<file path="src/shared/pdl_pkg.sv">
// constants and types for the two-channel position latch
package pdl_pkg;
    // object indices of the cyclic fieldbus objects
    localparam logic [15:0] OBJ_PROBE_CONTROL = 16'h60b8;
    localparam logic [15:0] OBJ_PROBE_STATUS = 16'h60b9;
    localparam logic [15:0] OBJ_PROBE1_POSITION = 16'h60ba;
    localparam logic [15:0] OBJ_PROBE2_POSITION = 16'h60bc;

    // channel layout
    localparam int CH_COUNT = 2;
    localparam int CH_BYTE_W = 8;
    localparam int SRC_COUNT = 3;
    localparam int SRC_ZERO = 2;
    localparam int POS_W = 32;
    localparam int CTL_W = 16;

    // control byte fields, per channel
    localparam int PC_ENABLE_BIT = 0;
    localparam int PC_CONT_BIT = 1;
    localparam int PC_ZERO_SEL_BIT = 2;
    localparam int PC_RISE_EN_BIT = 4;
    localparam int PC_FALL_EN_BIT = 5;

    // status byte fields, per channel
    localparam int PS_ENABLED_BIT = 0;
    localparam int PS_RISE_BIT = 1;
    localparam int PS_FALL_BIT = 2;
    localparam int PS_TOGGLE_BIT = 6;

    // input setup field, per channel: pin index and polarity
    localparam int PIN_COUNT = 4;
    localparam int PIN_SEL_W = 2;
    localparam int SETUP_FIELD_W = 4;
    localparam int SETUP_POL_BIT = 2;
    localparam int SETUP_W = 8;

    // values after reset
    localparam logic [15:0] PROBE_CONTROL_RESET = 16'h0000;
    localparam logic [7:0] STATUS_BYTE_RESET = 8'h00;
    localparam logic [31:0] POSITION_RESET = 32'h0000_0000;

    typedef logic [CH_BYTE_W-1:0] pdl_byte_t;
    typedef logic signed [POS_W-1:0] pdl_pos_t;
endpackage : pdl_pkg

</file>
<file path="src/shared/pdl_edge_if.sv">
// edge events of one conditioned trigger source
interface pdl_edge_if;
    logic rise;
    logic fall;

    // producer side: the edge detector
    modport src (
        output rise,
        output fall
    );

    // consumer side: the latch channels
    modport snk (
        input rise,
        input fall
    );
endinterface : pdl_edge_if

</file>
<file path="src/hdl/pdl_edge_detect.sv">
// rising and falling edge detection of one level
module pdl_edge_detect
    import pdl_pkg::*;
(
    // clock and reset
    input wire logic clock,
    input wire logic rst,
    // level to watch
    input wire logic level,
    // edge pulses
    pdl_edge_if.src edge_out
);
    logic prev_reg;
    logic prev_next;

    // remember the level of the previous cycle
    always_comb begin
        prev_next = level;
    end

    always_ff @(posedge clock) begin
        if (rst) begin
            // follow the level during reset so release shows no false edge
            prev_reg <= prev_next;
        end else begin
            prev_reg <= prev_next;
        end
    end

    // one-cycle pulses in the cycle the level changes
    assign edge_out.rise = level & ~prev_reg;
    assign edge_out.fall = ~level & prev_reg;
endmodule : pdl_edge_detect

</file>
<file path="src/hdl/pdl_position_latch.sv">
// two-channel probe position latch for the drive
//
// Operation
// [RULE1] Two latch channels work side by side and neither disturbs the other.
// [RULE2] On a qualifying trigger the actual position is captured at once.
// [RULE3] Channel one takes its settings from the low byte of the control object.
// [RULE4] Channel two takes its settings from the high byte of the control object.
// [RULE5] Channel one reports its latch state in the low byte of the status object.
// [RULE6] Channel two reports its latch state in the high byte of the status object.
// [RULE7] Channel one captures go only into the channel-one position object.
// [RULE8] Channel two captures go only into the channel-two position object.
// [RULE9] Channel one triggers on either the zero marker or its own probe input.
// [RULE10] Channel two triggers only on its own probe input, never on the marker.
// [RULE11] Channel one is off while homing runs and is switched off when it starts.
// [RULE12] Once bit 4 or 12 is set, writes to bit 2 or 10 of that channel are ignored.
// [RULE13] With bit 1 or 9 clear a channel captures only the first event after arming.
// [RULE14] Pin choice and polarity of each probe input come from a setup parameter.
// [RULE15] With bit 1 or 9 set a channel overwrites its capture on every event.
// [RULE16] Control and status come out of reset at zero, both channels disabled.
module pdl_position_latch
    import pdl_pkg::*;
(
    // clock and reset
    input wire logic clock,
    input wire logic rst,
    // control object written by the motion controller
    input wire logic probe_control_wr,
    input wire logic [CTL_W-1:0] probe_control_wdata,
    // objects read by the motion controller
    output logic [CTL_W-1:0] probe_control,
    output logic [CTL_W-1:0] probe_status,
    output logic [POS_W-1:0] probe1_latched_position,
    output logic [POS_W-1:0] probe2_latched_position,
    // drive side
    input wire logic [POS_W-1:0] actual_position,
    input wire logic homing_active,
    input wire logic encoder_zero_pulse,
    // probe pins and their setup
    input wire logic [PIN_COUNT-1:0] probe_input_pins,
    input wire logic [SETUP_W-1:0] probe_input_setup_param
);
    // control register state
    logic [CTL_W-1:0] control_reg;
    logic [CTL_W-1:0] control_next;
    logic homing_prev_reg;
    logic homing_prev_next;

    // conditioned trigger levels
    logic probe1_trigger_input;
    logic probe2_trigger_input;
    logic [SRC_COUNT-1:0] src_level;

    // per-channel results gathered for the outputs
    pdl_byte_t status_byte [CH_COUNT];
    pdl_pos_t pos_word [CH_COUNT];

    // ------------------------------------------------------------
    // probe input conditioning
    // ------------------------------------------------------------

    // channel one probe input, pin and polarity from the setup field
    pdl_probe_select u_sel1 (
        .pins(probe_input_pins),
        .setup(probe_input_setup_param[0 +: SETUP_FIELD_W]), // [RULE14]
        .active(probe1_trigger_input)
    );

    // channel two probe input, pin and polarity from the setup field
    pdl_probe_select u_sel2 (
        .pins(probe_input_pins),
        .setup(probe_input_setup_param[SETUP_FIELD_W +: SETUP_FIELD_W]), // [RULE14]
        .active(probe2_trigger_input)
    );

    // source order: probe one, probe two, zero marker
    assign src_level = {encoder_zero_pulse, probe2_trigger_input, probe1_trigger_input};

    // edge events for every source
    pdl_edge_if src_edge [SRC_COUNT] ();

    genvar s;
    generate
        for (s = 0; s < SRC_COUNT; s++) begin : g_src
            pdl_edge_detect u_edge (
                .clock(clock),
                .rst(rst),
                .level(src_level[s]),
                .edge_out(src_edge[s])
            );
        end
    endgenerate

    // ------------------------------------------------------------
    // control object
    // ------------------------------------------------------------

    // take controller writes, freeze the source bit, drop channel one at homing start
    always_comb begin
        control_next = control_reg;
        homing_prev_next = homing_active;
        if (probe_control_wr) begin
            control_next = probe_control_wdata; // [RULE3] [RULE4]
            for (int c = 0; c < CH_COUNT; c++) begin
                if (control_reg[c*CH_BYTE_W + PC_RISE_EN_BIT]) begin
                    // source bit keeps its old value once rising-edge sampling is on
                    control_next[c*CH_BYTE_W + PC_ZERO_SEL_BIT] =
                        control_reg[c*CH_BYTE_W + PC_ZERO_SEL_BIT]; // [RULE12]
                end
            end
        end
        if (homing_active && !homing_prev_reg) begin
            control_next[PC_ENABLE_BIT] = 1'b0; // [RULE11]
        end
    end

    always_ff @(posedge clock) begin
        if (rst) begin
            control_reg <= PROBE_CONTROL_RESET; // [RULE16]
            homing_prev_reg <= 1'b0;
        end else begin
            control_reg <= control_next;
            homing_prev_reg <= homing_prev_next;
        end
    end

    assign probe_control = control_reg;

    // ------------------------------------------------------------
    // latch channels, one block of state each
    // ------------------------------------------------------------

    genvar c;
    generate
        for (c = 0; c < CH_COUNT; c++) begin : g_ch // [RULE1]
            pdl_byte_t ctl;
            logic enabled;
            logic use_zero;
            logic hit_rise;
            logic hit_fall;
            logic capture;

            logic en_prev_reg;
            logic en_prev_next;
            logic armed_reg;
            logic armed_next;
            logic rise_reg;
            logic rise_next;
            logic fall_reg;
            logic fall_next;
            logic toggle_reg;
            logic toggle_next;
            pdl_pos_t pos_reg;
            pdl_pos_t pos_next;

            // this channel's own control byte
            assign ctl = control_reg[c*CH_BYTE_W +: CH_BYTE_W]; // [RULE3] [RULE4]

            // channel one is held off for the whole homing run
            if (c == 0) begin : g_home
                assign enabled = ctl[PC_ENABLE_BIT] & ~homing_active; // [RULE11]
                assign use_zero = ctl[PC_ZERO_SEL_BIT]; // [RULE9]
            end else begin : g_nohome
                assign enabled = ctl[PC_ENABLE_BIT];
                assign use_zero = 1'b0; // [RULE10]
            end

            // qualifying edges from the chosen source
            assign hit_rise = ctl[PC_RISE_EN_BIT] &
                (use_zero ? src_edge[SRC_ZERO].rise : src_edge[c].rise); // [RULE9]
            assign hit_fall = ctl[PC_FALL_EN_BIT] & ~use_zero & src_edge[c].fall;
            assign capture = armed_reg & enabled & (hit_rise | hit_fall); // [RULE2]

            // arming, capture flags and position
            always_comb begin
                en_prev_next = enabled;
                armed_next = armed_reg;
                rise_next = rise_reg;
                fall_next = fall_reg;
                toggle_next = toggle_reg;
                pos_next = pos_reg;
                if (!enabled) begin
                    // disabled: nothing armed, nothing reported
                    armed_next = 1'b0;
                    rise_next = 1'b0;
                    fall_next = 1'b0;
                    toggle_next = 1'b0;
                end else if (!en_prev_reg) begin
                    // fresh enable arms the channel
                    armed_next = 1'b1;
                    rise_next = 1'b0;
                    fall_next = 1'b0;
                end else if (capture) begin
                    pos_next = actual_position; // [RULE2] [RULE7] [RULE8]
                    if (hit_rise) begin
                        rise_next = 1'b1;
                    end
                    if (hit_fall) begin
                        fall_next = 1'b1;
                    end
                    if (ctl[PC_CONT_BIT]) begin
                        toggle_next = ~toggle_reg; // [RULE15]
                    end else begin
                        armed_next = 1'b0; // [RULE13]
                    end
                end
            end

            always_ff @(posedge clock) begin
                if (rst) begin
                    en_prev_reg <= 1'b0; // [RULE16]
                    armed_reg <= 1'b0;
                    rise_reg <= 1'b0;
                    fall_reg <= 1'b0;
                    toggle_reg <= 1'b0;
                    pos_reg <= POSITION_RESET;
                end else begin
                    en_prev_reg <= en_prev_next;
                    armed_reg <= armed_next;
                    rise_reg <= rise_next;
                    fall_reg <= fall_next;
                    toggle_reg <= toggle_next;
                    pos_reg <= pos_next;
                end
            end

            // status byte assembled from flops only
            always_comb begin
                status_byte[c] = STATUS_BYTE_RESET;
                status_byte[c][PS_ENABLED_BIT] = en_prev_reg;
                status_byte[c][PS_RISE_BIT] = rise_reg;
                status_byte[c][PS_FALL_BIT] = fall_reg;
                status_byte[c][PS_TOGGLE_BIT] = toggle_reg;
            end

            assign pos_word[c] = pos_reg;
        end
    endgenerate

    // ------------------------------------------------------------
    // objects toward the controller
    // ------------------------------------------------------------

    // channel bytes into the status object
    assign probe_status = {status_byte[1], status_byte[0]}; // [RULE5] [RULE6]

    // each channel owns exactly one position object
    assign probe1_latched_position = pos_word[0]; // [RULE7]
    assign probe2_latched_position = pos_word[1]; // [RULE8]
endmodule : pdl_position_latch

</file>
<file path="src/hdl/pdl_probe_select.sv">
// pin selection and polarity for one probe input
module pdl_probe_select
    import pdl_pkg::*;
(
    // probe pin bank
    input wire logic [PIN_COUNT-1:0] pins,
    // setup field: pin index and polarity
    input wire logic [SETUP_FIELD_W-1:0] setup,
    // conditioned level, high when the probe is active
    output logic active
);
    logic [PIN_SEL_W-1:0] pin_idx;

    // pick the pin, then invert unless the field asks active high
    assign pin_idx = setup[PIN_SEL_W-1:0];
    assign active = setup[SETUP_POL_BIT] ? pins[pin_idx] : ~pins[pin_idx];
endmodule : pdl_probe_select

</file>
<file path="config.mk">
export PLATFORM = sky130hd
export DESIGN_NAME = pdl_position_latch
export DESIGN_NICKNAME = d
export VERILOG_FILES = /design/src/shared/pdl_pkg.sv /design/src/shared/pdl_edge_if.sv /design/src/hdl/pdl_edge_detect.sv /design/src/hdl/pdl_position_latch.sv /design/src/hdl/pdl_probe_select.sv
export SDC_FILE = /design/constraint.sdc
export NUM_CORES = 1
export LEC_CHECK = 0
export BUFFER_PORTS_ARGS = -buffer_cell sky130_fd_sc_hd__buf_2
export CORE_MARGIN = 2
export CORE_UTILIZATION = 52
export CTS_BUF_LIST = sky130_fd_sc_hd__clkbuf_16
export DETAILED_ROUTE_END_ITERATION = 16
export PLACE_DENSITY = 0.85
export SLEW_MARGIN = 20
export SYNTH_ARGS = -nofsm -noshare
export SYNTH_HDL_FRONTEND = slang
export SYNTH_SLANG_ARGS = --single-unit
</file>
<file path="constraint.sdc">
create_clock -name clock -period 6.1 [get_ports clock]
set_clock_uncertainty 0.15 [all_clocks]
set_input_delay 1.22 -clock clock [delete_from_list [all_inputs] [get_ports clock]]
set_output_delay 1.22 -clock clock [all_outputs]
set_load 0.1 [all_outputs]
</file>
-- Yosys cells after proc, flatten, opt, wreduce, memory -nomap -nowiden
Index checks and enable logic that the tools add are counted.
W data, S select, Z words.
- $lt $le $gt $ge: 2
- equality and inequality tests: 4
- muxes and demuxes: 13
- bitwise gates (word level): 34
- reductions and logical operators: 19
- operators with widths (operator ; number):
    $not A1 Y1 ; 17
    $reduce_and A2 Y1 ; 8
    $and A1 B1 Y1 ; 15
    $reduce_and A3 Y1 ; 4
    $mux W1 ; 11
    $ne A2 B2 Y1 const B ; 4
    $lt A2 B3 Y1 const B ; 2
    $reduce_or A2 Y1 ; 3
    $reduce_or A3 Y1 ; 2
    $bmux W1 S2 ; 2
    $or A1 B1 Y1 ; 2
    $logic_and A1 B1 Y1 ; 1
    $logic_not A1 Y1 ; 1
- flip-flop bits (word level): 94
- bits of input ports: 65
- output and inout port bits: 96
- word-level logic and storage cells: 92

-- Logic depth before layout (Yosys ltp)
- depth after elaboration: 11
- gate-level depth with buffers: 6
- gate-level depth less buffers: 5

-- By module
From an unflattened synthesis, not the netlist that was laid out.
- cells, all modules: 413
- area, all modules: 3870.0 um2
- by module, submodules not included (module ; times used ; cells an instance ; area an instance (um2) ; seq. area each (um2)):
    pdl_position_latch ; 1 ; 400 ; 3702.3 ; 1821.7
    pdl_edge_detect ; 3 ; 3 ; 35.0 ; 20.0
    pdl_probe_select ; 2 ; 2 ; 31.3 ; 0.0

-- Worst setup path before layout
No wires, ideal clock.
- path type: in2reg
- from: in probe_input_setup_param[4]
- to: reg g_ch[1].pos_reg[10] (netlist: probe2_latched_position[10])
- library setup time: 0.071 ns
- arrival time: 2.789 ns
- data required time: 5.879 ns
- slack: 3.091 ns
- stages on the path: 6
- path buffers: 1
- path through: mux4_2 -> xnor2_4 -> mux2i_1 -> buf_2 -> nand2_1 -> a21oi_1
- longest elaborated chain between the ends: 10
- elaborated cells on any way between the ends: 12
- classes of those cells: 3 x mux; 8 x bitwise; 1 x reduce/logical
- ends and longest elaborated chain (item ; line ; source):
    start, declared ; pdl_position_latch.sv:40 ; input wire logic [SETUP_W-1:0] probe_input_setup_param
    $bmux W1 S2 (*) ; pdl_probe_select.sv:16 ; assign active = setup[SETUP_POL_BIT] ? pins[pin_idx] : ~pins[pin_idx];
    $mux W1 (not written as such) (*) ; pdl_probe_select.sv:16 ;
    $not A1 Y1 ; pdl_probe_select.sv:16 ;
    $mux W1 (*) ; pdl_probe_select.sv:16 ;
    via g_src[1].u_edge.level ; pdl_edge_detect.sv:9 ; input wire logic level,
    $not A1 Y1 ; pdl_edge_detect.sv:32 ; assign edge_out.fall = ~level & prev_reg;
    $and A1 B1 Y1 ; pdl_edge_detect.sv:32 ;
    $and A1 B1 Y1 ; pdl_position_latch.sv:170 ; assign hit_fall = ctl[PC_FALL_EN_BIT] & ~use_zero & src_edge[c].fall;
    $or A1 B1 Y1 (*) ; pdl_position_latch.sv:171 ; assign capture = armed_reg & enabled & (hit_rise | hit_fall);
    $and A1 B1 Y1 (*) ; pdl_position_latch.sv:171 ;
    $reduce_and A3 Y1 (no source line) (*) ; -- ;
    end signal, assigned ; pdl_position_latch.sv:222 ; pos_reg <= pos_next;
    end, declared ; pdl_position_latch.sv:152 ; pdl_pos_t pos_reg;
The timed path passes the listed nets; every way through them passes the cells marked *. The select of a mux whose other input is x is not followed.
A chain may end at the register's enable or synchronous reset.

-- Worst setup path after layout
- from: in probe_input_pins[3]
- to: reg g_ch[1].pos_reg[28] (netlist: probe2_latched_position[28])
- longest elaborated chain between the ends: 10
- elaborated cells on any way between the ends: 12
- classes of those cells: 3 x mux; 8 x bitwise; 1 x reduce/logical
- ends and longest elaborated chain (item ; line ; source):
    start, declared ; pdl_position_latch.sv:39 ; input wire logic [PIN_COUNT-1:0] probe_input_pins,
    $bmux W1 S2 (*) ; pdl_probe_select.sv:16 ;
    $mux W1 (not written as such) (*) ; pdl_probe_select.sv:16 ;
    $not A1 Y1 ; pdl_probe_select.sv:16 ;
    $mux W1 (*) ; pdl_probe_select.sv:16 ;
    via g_src[1].u_edge.level ; pdl_edge_detect.sv:9 ;
    $not A1 Y1 ; pdl_edge_detect.sv:32 ;
    $and A1 B1 Y1 ; pdl_edge_detect.sv:32 ;
    $and A1 B1 Y1 ; pdl_position_latch.sv:170 ;
    $or A1 B1 Y1 (*) ; pdl_position_latch.sv:171 ;
    $and A1 B1 Y1 (*) ; pdl_position_latch.sv:171 ;
    $reduce_and A3 Y1 (no source line) (*) ; -- ;
Marks and branches as above.

==> flow_summary_export.csv <==
group,metric,value,unit
grt,grt_pass1_wl,14230,um
die,ios,161,
grt,grt_overflow_total,0,
power,share_comb_of_total_power,11.4,%
setup_path,endpoint_kind,"register",
setup_path,cp_max_fo,34,
clock_tree,cts_root_buf,"clkbuf_16",
route,drt-wirelength-per-cell,12.86,um
setup_path,worst_r2r_path_depth,5,
power,p_sw_share,24.85,%
setup_path,start_kind,"input port",
logic_synthesis,synth_xor_area_share,1.378,%
cells_and_area,design_area,4926,um^2
route,route.detailed.drc,0,
cells_and_area,n_antenna_cell,0,
status,status,"finished, final reports clean",
logic_synthesis,postSynthCellCount,425,
run,max_cap_violations,0,
route,drt-total-wl,8478,um
die,fp.coreArea,7253,um^2
cells_and_area,fin_nets,620,
logic_synthesis,synth_compound_area_share,7.209,%
timing,hold_viol,0,
hold_path,worst_hold_path.num_cells,2,
logic_synthesis,yosys.area_share.simple,22.40,%
clock_tree,ctsHoldBuffers,0,
setup_path,cp.arrival,3360,ps
setup_path,crit_required,6190,ps
timing,fmax,305.9,MHz
power,p_per_area,277.1,nW/um^2
route,via_count,3280,
grt,grt_max_degree,63,
logic_synthesis,ys_types,34,
power,switchingPower,0.3393,mW
setup_path,worstPathCellList,"buf_2 > mux4_2 > xnor2_4 > mux2i_4 > nand2_1 > a21oi_1",
route,dr.pass1.iters,4,
timing,setup_viol,0,
placed_design,place.detailed.hpwl,6162,um
power,internal_power,1.026,mW
logic_synthesis,synth-warning-count,0,
logic_synthesis,synth_adder_area_share,0,%
cells_and_area,area_growth_syn_to_layout,26.15,%
die,die_h,90.66,um
clock_tree,htree_num_levels,3,
grt,grt_pass1_vias,3202,
logic_synthesis,yosysSeqAreaShare,48.19,%
timing,rsz0062_at_grt,"false",
setup_path,worstSetupPathType,"input port to register",
timing,post-route-period-util,53.60,%
die,die_w,90.66,um
clock_tree,cts_max_path_buffers,2,
cells_and_area,drive_gt1_share,31.07,%
placed_design,routabilityCongestion,0.8080,
setup_path,slowest_stage,"mux2i_4",
clock_tree,cts_setup_buffers,0,
logic_synthesis,avgSynthCellArea,9.188,um^2
die,dieArea,8218,um^2
grt,track_usage,21.00,%
timing,slew_viol_final,0,
placed_design,port_buffers,150,
power,p_leak,2.241,nW
route,postRouteAntennaNets,0,
route,drtIter0Drc,72,
logic_synthesis,synth-edff-count,0,
route,vias_per_cell,4.977,
logic_synthesis,synth_top_flop_cell,"dfxtp_1",
placed_design,post_dp_cell_area,4609,um^2
die,start_util,53.84,%
logic_synthesis,yosys_register_bits,94,
cells_and_area,layout_commonest_cell,"buf_2",
hold_path,worstHoldPathType,"register to register",
power,vdd_ir_drop_max,0.0001774,V
timing,tns,0,ps
logic_synthesis,synth.cell_area,3905,um^2
grt,antenna_found_initial,0,
clock_tree,cts_tree,"yes",
clock_tree,clk-insertion-delay-late,320,ps
clock_tree,clk_pin_slew,60,ps
power,power_frac_clock,42.4,%
setup_path,slowest_delay,910,ps
cells_and_area,final_cell_mix,"150 x buf_2, 94 x dfxtp_1, 71 x nand2_1",
timing,worst_pin_slew,1045,ps
clock_tree,cts_buffers,9,
timing,finalCriticalPeriod,3269,ps
logic_synthesis,synth_top_family_by_area,"simple AND/OR/NAND/NOR gates",
logic_synthesis,synthArstFlopShare,0,%
logic_synthesis,synth_mux_area_share,14.51,%
power,p_seq_share,46.2,%
clock_tree,cts.sinks,94,
timing,slew_headroom,28.86,%
die,num_rows,31,
clock_tree,cts_resized,0,
-- cells in the mapped netlist, types with 3 or more instances --
library cell,number,area [um^2]
clkbuf_1,12,45.04
a21oi_1,36,180.2
dfxtp_1,94,1882
nand2b_1,67,419.2
nor2_1,23,86.33
mux2i_1,51,510.5
nand2_1,71,266.5
nor2b_1,5,31.28
buf_2,8,40.04
nor3_1,3,15.01
buf_4,17,127.6
inv_1,6,22.52
nor3b_1,4,30.03
-- metrics by stage --
step | instances | setup WS, ps | utilization [%] | total power, mW | hold slack, ps
after global placement | 643 | 2409 | 63.55 | 0.7971 | 288.0
final | 659 | 2831 | 67.91 | 1.365 | 302.2
after global routing | 659 | 2640 | 67.91 | 1.416 | 328.8
after detailed placement | 643 | 2259 | 63.55 | 0.8002 | 294.4
after floorplan | 432 | 3091 | - | 0.7642 | 272.3
after CTS | 659 | 2564 | 67.90 | 1.378 | 302.8
-- kinds of logic after synthesis --
group,count (synthesis)
flip-flops,94
AO/OA/AOI/OAI,50
buffers and inverters,45
multiplexers,54
XOR/XNOR,4
AND/OR/NAND/NOR,177
other,1
-- power groups by stage --
stage	logic, mW	registers [mW]	clock network, mW
floorplan	0.0767	0.688	0
global placement	0.153	0.644	0
detailed placement	0.156	0.644	0
CTS	0.157	0.630	0.592
global route	0.165	0.631	0.619
finish	0.156	0.630	0.579
-- area by class of cell --
| class | count | area, um^2 |
|---|---|---|
| Inverter | 6 | 22.52 |
| Multi-Input combinational cell | 293 | 1824 |
| Clock inverter | 7 | 90.09 |
| Timing Repair Buffer | 151 | 758.2 |
| Clock buffer | 9 | 225.2 |
| Sequential cell | 94 | 1882 |
| Tap cell | 99 | 123.9 |
| Fill cell | 580 | 2327 |
-- path summary, 6_finish.rpt --
path,startpoint,end,slack [ps]
max,probe_input_pins[3],probe2_latched_position[28],2830
min,probe2_latched_position[15],probe2_latched_position[15],300
max reg2reg,probe_control[0],probe1_latched_position[30],3880
min reg2reg,probe2_latched_position[15],probe2_latched_position[15],300
-- per-layer routing --
| layer | GRT usage (%) | part of all wire [%] |
|---|---|---|
| met5 | 0 | 0 |
| met4 | 7.179 | 1.6 |
| met3 | 6.093 | 8.1 |
| met2 | 36.32 | 49 |
| met1 | 24.87 | 41 |
-- worst max-delay path, delay by kind of cell --
| kind | cells | cell delay, ps |
|---|---|---|
| AND/OR/NAND/NOR | 1 | 110 |
| AO/OA/AOI/OAI | 1 | 200 |
| multiplexers | 2 | 1440 |
| buffers and inverters | 1 | 110 |
| XOR/XNOR | 1 | 260 |
Note: power is estimated with default switching activity, not from simulation.
